[config.mk]
export PLATFORM = sky130hd
export DESIGN_NAME = asr_serial_ready
export DESIGN_NICKNAME = d
export VERILOG_FILES = /design/src/asr_pkg.sv /design/src/asr_serial_ready.sv
export SDC_FILE = /design/constraint.sdc
export NUM_CORES = 1
export LEC_CHECK = 0
export BUFFER_PORTS_ARGS = -buffer_cell sky130_fd_sc_hd__buf_2
export CORE_ASPECT_RATIO = 0.9
export CORE_MARGIN = 2
export CORE_UTILIZATION = 30
export DETAILED_ROUTE_END_ITERATION = 12
export GPL_TIMING_DRIVEN = 0
export PLACE_DENSITY = 0.44
export SLEW_MARGIN = 20
export SYNTH_ARGS = -nofsm -noshare
export SYNTH_HDL_FRONTEND = slang
export SYNTH_SLANG_ARGS = --single-unit
[constraint.sdc]
create_clock -name clk -period 3.15 [get_ports clk]
set_input_delay 0 -clock clk [delete_from_list [all_inputs] [get_ports clk]]
set_output_delay 0 -clock clk [all_outputs]
set_load 0.01 [all_outputs]
[src/asr_pkg.sv]
package asr_pkg;

    // serial word layout
    localparam int DATA_W = 24;
    localparam int CMD_BITS = 8;
    localparam int NREG = 9;
    localparam int SEL_W = 4;
    localparam int CMD_RD_BIT = 6;
    localparam logic [SEL_W-1:0] DATA_IDX = 4'h4;
    localparam int CNT_W = 5;

    // reset values
    localparam logic [DATA_W-1:0] REG_RST = 24'h000000;
    localparam logic [CMD_BITS-1:0] CMD_RST = 8'h00;

    // time the data register is busy updating, ns, and the cycles it takes at 20 MHz
    localparam int CLK_NS = 50;
    localparam int UPD_NS = 1000;
    localparam int UPD_CYC_I = (UPD_NS + CLK_NS - 1) / CLK_NS;
    localparam logic [CNT_W-1:0] UPD_CYC = UPD_CYC_I[CNT_W-1:0];

    typedef enum logic [1:0] {
        ST_CMD,
        ST_RD,
        ST_WR,
        ST_PUSH
    } asr_state_t;

    // one register write handed to the rest of the converter
    typedef struct packed {
        logic [SEL_W-1:0] addr;
        logic [DATA_W-1:0] data;
    } asr_wr_t;

endpackage

[src/asr_serial_ready.sv]
`timescale 1ns/1ps
`default_nettype none

module asr_serial_ready (
    input wire logic clk,
    input wire logic sys_rst,
    input wire logic sclk,
    input wire logic cs_n,
    input wire logic din,
    input wire logic sync_n,
    output logic dout,
    output logic rdy_n,
    output logic filt_rst,
    input wire logic cal_mode,
    input wire logic conv_update,
    input wire logic [asr_pkg::DATA_W-1:0] conv_data,
    input wire logic cal_start,
    input wire logic cal_done,
    output logic wr_valid,
    output asr_pkg::asr_wr_t wr_word,
    input wire logic wr_ready
);
    import asr_pkg::*;

    // pin synchronisers: stage 1 feeds only stage 2
    logic [3:0] pin_s1_q, pin_s2_q;
    logic sclk_p_q;
    logic sclk_s, cs_s, din_s, sync_s, rise, fall;
    always_ff @(posedge clk) begin
        if (sys_rst) begin
            pin_s1_q <= 4'hf;
            pin_s2_q <= 4'hf;
            sclk_p_q <= 1'b1;
        end else begin
            pin_s1_q <= {sclk, cs_n, din, sync_n};
            pin_s2_q <= pin_s1_q;
            sclk_p_q <= pin_s2_q[3];
        end
    end
    assign sclk_s = pin_s2_q[3];
    assign cs_s = pin_s2_q[2];
    assign din_s = pin_s2_q[1];
    assign sync_s = pin_s2_q[0];
    // din travels with sclk through equal delay, so it is stable at the rise
    assign rise = sclk_s & ~sclk_p_q;
    assign fall = ~sclk_s & sclk_p_q;

    // register bank and serial engine state
    logic [DATA_W-1:0] regs_q [NREG];
    logic [DATA_W-1:0] regs_d [NREG];
    asr_state_t st_q, st_d;
    logic [CNT_W-1:0] cnt_q, cnt_d;
    logic [DATA_W-1:0] ish_q, ish_d, osh_q, osh_d;
    logic [CMD_BITS-1:0] cmd_q, cmd_d;
    logic dout_q, dout_d;
    logic push, rd_done, in_ready;
    logic [SEL_W-1:0] sel;
    assign sel = cmd_q[SEL_W-1:0];

    // serial command, read and write sequencing
    always_comb begin
        st_d = st_q;
        cnt_d = cnt_q;
        ish_d = ish_q;
        osh_d = osh_q;
        cmd_d = cmd_q;
        dout_d = dout_q;
        push = 1'b0;
        rd_done = 1'b0;
        if (cs_s) begin
            // deselect acts as frame sync; tied low it never fires
            st_d = ST_CMD;
            cnt_d = '0;
        end else begin
            case (st_q)
                ST_CMD: begin
                    if (rise) begin
                        ish_d = {ish_q[DATA_W-2:0], din_s};
                        cnt_d = cnt_q + 5'h01;
                        if (cnt_q == 5'(CMD_BITS - 1)) begin
                            cnt_d = '0;
                            cmd_d = ish_d[CMD_BITS-1:0];
                            if (ish_d[SEL_W-1:0] < 4'(NREG)) begin
                                if (ish_d[CMD_RD_BIT]) begin
                                    osh_d = regs_q[ish_d[SEL_W-1:0]];
                                    st_d = ST_RD;
                                end else begin
                                    st_d = ST_WR;
                                end
                            end
                        end
                    end
                end
                ST_RD: begin
                    // present on the fall, host samples on the next rise
                    if (fall) begin
                        dout_d = osh_q[DATA_W-1];
                        osh_d = {osh_q[DATA_W-2:0], 1'b0};
                    end
                    if (rise) begin
                        cnt_d = cnt_q + 5'h01;
                        if (cnt_q == 5'(DATA_W - 1)) begin
                            cnt_d = '0;
                            rd_done = 1'b1;
                            st_d = ST_CMD;
                        end
                    end
                end
                ST_WR: begin
                    if (rise) begin
                        ish_d = {ish_q[DATA_W-2:0], din_s};
                        cnt_d = cnt_q + 5'h01;
                        if (cnt_q == 5'(DATA_W - 1)) begin
                            cnt_d = '0;
                            st_d = ST_PUSH;
                        end
                    end
                end
                ST_PUSH: begin
                    // a full buffer stalls here; clock edges meanwhile are lost
                    if (in_ready) begin
                        push = 1'b1;
                        st_d = ST_CMD;
                    end
                end
                default: begin
                    st_d = ST_CMD;
                end
            endcase
        end
    end

    always_ff @(posedge clk) begin
        if (sys_rst) begin
            st_q <= ST_CMD;
            cnt_q <= '0;
            ish_q <= REG_RST;
            osh_q <= REG_RST;
            cmd_q <= CMD_RST;
            dout_q <= 1'b0;
        end else begin
            st_q <= st_d;
            cnt_q <= cnt_d;
            ish_q <= ish_d;
            osh_q <= osh_d;
            cmd_q <= cmd_d;
            dout_q <= dout_d;
        end
    end

    // conversion update window and ready status
    logic [CNT_W-1:0] upd_q, upd_d;
    logic [DATA_W-1:0] pend_q, pend_d;
    logic rdy_q, rdy_d, filt_q, filt_d;
    always_comb begin
        upd_d = upd_q;
        pend_d = pend_q;
        rdy_d = rdy_q;
        filt_d = ~sync_s;
        if (upd_q != '0) begin
            upd_d = upd_q - 5'h01;
        end else if (conv_update && !cal_mode) begin
            upd_d = UPD_CYC;
            pend_d = conv_data;
        end
        if (cal_mode) begin
            if (cal_start) begin
                rdy_d = 1'b1;
            end else if (cal_done) begin
                rdy_d = 1'b0;
            end
        end else if (upd_q == 5'h01) begin
            rdy_d = 1'b0;
        end else if (upd_q != '0 || conv_update) begin
            // raised before the register changes, so a read is not begun
            rdy_d = 1'b1;
        end else if (rd_done && sel == DATA_IDX) begin
            rdy_d = 1'b1;
        end
    end

    always_ff @(posedge clk) begin
        if (sys_rst) begin
            upd_q <= '0;
            pend_q <= REG_RST;
            rdy_q <= 1'b1;
            filt_q <= 1'b1;
        end else begin
            upd_q <= upd_d;
            pend_q <= pend_d;
            rdy_q <= rdy_d;
            filt_q <= filt_d;
        end
    end

    // per-register update: host writes, data register from conversions only
    for (genvar i = 0; i < NREG; i++) begin : g_reg
        always_comb begin
            regs_d[i] = regs_q[i];
            if (SEL_W'(i) == DATA_IDX) begin
                if (upd_q == 5'h01) begin
                    regs_d[i] = pend_q;
                end
            end else if (push && sel == SEL_W'(i)) begin
                regs_d[i] = ish_q;
            end
        end
        always_ff @(posedge clk) begin
            if (sys_rst) begin
                regs_q[i] <= REG_RST;
            end else begin
                regs_q[i] <= regs_d[i];
            end
        end
    end

    // two-entry write buffer: head drives the outputs, tail catches a stall
    asr_wr_t head_q, head_d, tail_q, tail_d, push_word;
    logic head_v_q, head_v_d, tail_v_q, tail_v_d, pop;
    assign in_ready = ~tail_v_q;
    assign push_word = '{addr: sel, data: ish_q};
    assign pop = head_v_q & wr_ready;
    always_comb begin
        head_d = head_q;
        tail_d = tail_q;
        head_v_d = head_v_q;
        tail_v_d = tail_v_q;
        if (pop) begin
            head_d = tail_v_q ? tail_q : push_word;
            head_v_d = tail_v_q | push;
            tail_v_d = 1'b0;
        end else if (push) begin
            if (!head_v_q) begin
                head_d = push_word;
                head_v_d = 1'b1;
            end else begin
                tail_d = push_word;
                tail_v_d = 1'b1;
            end
        end
    end

    always_ff @(posedge clk) begin
        if (sys_rst) begin
            head_q <= '0;
            tail_q <= '0;
            head_v_q <= 1'b0;
            tail_v_q <= 1'b0;
        end else begin
            head_q <= head_d;
            tail_q <= tail_d;
            head_v_q <= head_v_d;
            tail_v_q <= tail_v_d;
        end
    end

    assign dout = dout_q;
    assign rdy_n = rdy_q;
    assign filt_rst = filt_q;
    assign wr_valid = head_v_q;
    assign wr_word = head_q;
endmodule

`default_nettype wire

==> metrics <==
status finished, final reports clean; Area contributors post-synth edfxtp_1 39%, dfxtp_1 19%, and2_1 8.2%; ANT nets after route 0; DR iter-0 viols 596; max-slew violations 0; P_int 8.56 mW; cells along the critical path buf_2, clkbuf_1, mux4_2, nand2b_1, a221oi_1, o41ai_2; Starting Density 0.305; Cells after Synth 1,412; top-area cell type share of the netlist area 0.390; Setup crit end kind register; min Tclk post-route 3.00 ns; Post-Route WL 49.5 mm; vias 11.1k; P&R area growth vs syn 17.9%; Post-DP HPWL 34.7 mm; Combinational Power Share 0.064; Clock Sinks 374; RSZ-0062 raised after global routing no; CTS tree built; Worst Hold Depth 3; share of cells above drive strength 1 0.153; proportion of synthesized area in mux cells 0.0981; Sw Pwr 2.59 mW; Die ar. 57,300 um^2; maximum resistive drop on vdd 0.327 mV; min-delay worst type primary input to register; crit start category register; Syn Std Cell Area 16,600 um^2; crit path buf inv count 2; skew final 0.0186 ns; syn_nets 1,455; # IOs 67; WP depth 6; cell accounting for the most synthesized area edfxtp_1; GP Congestion 0.790; CP arrival 3.42 ns; Clock power frac 0.446; final hold slack 0.142 ns; Top FF cell, synth edfxtp_1; number of global-route vias before repair 11.3k; number of synthesized flops with an enable pin 216; most common cell in the netlist and2_1; post-synthesis compound-gate area fraction 0.0977; synth unique cells 62; CP Class register to register; Crit path max-delay family compound AO/OA/AOI/OAI gates; fin crit share 0.953; largest family of logic cells by synthesized area simple AND/OR/NAND/NOR gates; setup_tns 0 ns; vias per cell 4.81; drc violations 0; post-synthesis sequential area ratio 0.581; CP required 3.57 ns; DR WL/cell 21.5 um; Worst R2R Path Depth 6; Simple-Gate Fraction of Synth Area 0.177; yosys warns 0; Leak 7.64 nW; Die Ht 227 um; Synth Area in Adders 0.00602; # setup viols final 0; grt total ovfl 0; Slew @ Worst Pin 1.08 ns; nets 1,600; Slowest cell on crit path a221oi_1; Yosys reg bits 374; core footprint 54,500 um^2; # rows 81; total track usage 0.175; Post-synth ARST share 0; DRT Pass-1 Iters 7; post-cts sizing count 0; Seq pwr share 0.490; Clock Tree Buf Depth 3; max-cap violation count 0; xor and xnor fraction of the mapped netlist area 0.00211; Critical Path Max Stage Delay 0.92 ns; Worst Path Max Fanout 10; CTS buffer count 43; die outline width 252 um; Sw Share 0.233; Pwr Total 11.2 mW; Final Hold Viols 0; Mapped Avg Cell Area 11.8 um^2; Skew-Pair Late Insertion Delay 0.57 ns; Worst-path clk slew 0.06 ns; slew margin rel. 0.283; Clock Root Buffer clkbuf_16; FMAX 333 MHz; I/O Buffers 66; largest net degree at the start of global routing 25; antenna violations before repair 2; first-pass GRT wire length 73.3 mm; synth cell count leaders 219 x and2_1, 216 x edfxtp_1, 158 x dfxtp_1, 113 x nand2_1, 110 x mux2i_1; power density cells 569 nW/um^2; H-tree levels 2
kinds of logic after synthesis:
kind of cell,after synthesis
mux,134
flops,374
compound gates,218
simple gates,534
fa+ha+maj,8
buf+inv,140
xor+xnor,4
sequential cells by signal, indices dropped and copies added (netlist names):
| signal | flops |
|---|---|
| pend_q | 24 |
| filt_rst | 1 |
| ish_q | 24 |
| tail_v_q | 1 |
| sclk_p_q | 1 |
| cnt_q | 5 |
| upd_q | 5 |
| wr_valid | 1 |
| pin_s1_q | 4 |
| regs_q | 216 |
| osh_q | 24 |
| tail_q | 28 |
| rdy_n | 1 |
| wr_word | 28 |
| dout | 1 |
| st_q | 2 |
| pin_s2_q | 4 |
| cmd_q | 4 |
layer usage:
layer  vias up  track usage  wire length [um]
li1       5326            -                 -
met1      5486        0.233             23100
met2       189        0.282             22700
met3        66       0.0375              2240
met4         0       0.0590              1390
met5         -            0                 0
tightest hold or removal path, delay by kind of cell:
kind | cells | cell delay (ns)
buffers and inverters | 2 | 0.61
AND/OR/NAND/NOR | 1 | 0.08
metrics by stage:
| step | std cells | worst slack, ns | util | instance area (um^2) |
|---|---|---|---|---|
| final | 2299 | 0.148 | 0.359 | 19600 |
| after global placement | 2183 | -0.0889 | 0.327 | 17800 |
| after detailed placement | 2183 | 0.179 | 0.327 | 17800 |
| after floorplan | 1412 | 0.966 | - | 16600 |
| after CTS | 2296 | 0.224 | 0.359 | 19600 |
| after global routing | 2297 | 0.0162 | 0.359 | 19600 |
cells in the final DEF (no fill, tap or decap), types with 33 or more instances in the layout:
cell / count
and2_1: 219
clkbuf_16: 44
a211oi_1: 34
dfxtp_1: 158
nor2_1: 77
edfxtp_1: 216
a21oi_1: 62
mux2i_1: 110
dlygate4sd3_1: 33
buf_2: 88
nand2_1: 113
clkbuf_1: 94
nor2b_1: 44
a221oi_1: 45
repair_timing:
item                                    in CTS  in global routing
endpoints found under the hold margin       37                  0
setup buffers                                0                  0
hold buffers                                33                  0
endpoints found under the setup margin       0                  0
cell type report:
class / count / area, um^2
flip-flops and latches: 374 / 9650
fillers: 5424 / 34900
repair buffers: 100 / 668
clock inverters: 14 / 104
diodes: 2 / 5.00
clock buffers: 66 / 1300
inverters: 13 / 48.8
well taps: 705 / 882
multi-input cells: 898 / 6340
plain buffers: 127 / 588
final timing paths:
path	start	end	slack, ns
worst min register to register	pin_s2_q[0]$_SDFF_PP1_	filt_rst$_SDFF_PP1_	0.39
worst max register to register	ish_q[1]$_SDFFE_PP0P_	osh_q[19]$_SDFFE_PP0P_	0.15
worst min-delay path	cs_n	pin_s1_q[2]$_SDFF_PP1_	0.14
worst max-delay path	ish_q[1]$_SDFFE_PP0P_	osh_q[19]$_SDFFE_PP0P_	0.15
power groups by stage:
stage	Clock, mW	Sequential (mW)	Combinational (mW)
2_1_floorplan	0	5.53	0.444
5_1_grt	5.30	5.48	0.791
6_report	4.98	5.47	0.711
3_3_place_gp	0	5.57	0.668
3_5_place_dp	0	5.57	0.689
4_1_cts	5.12	5.47	0.723
No activity file was read; power rests on OpenSTA's default activity.
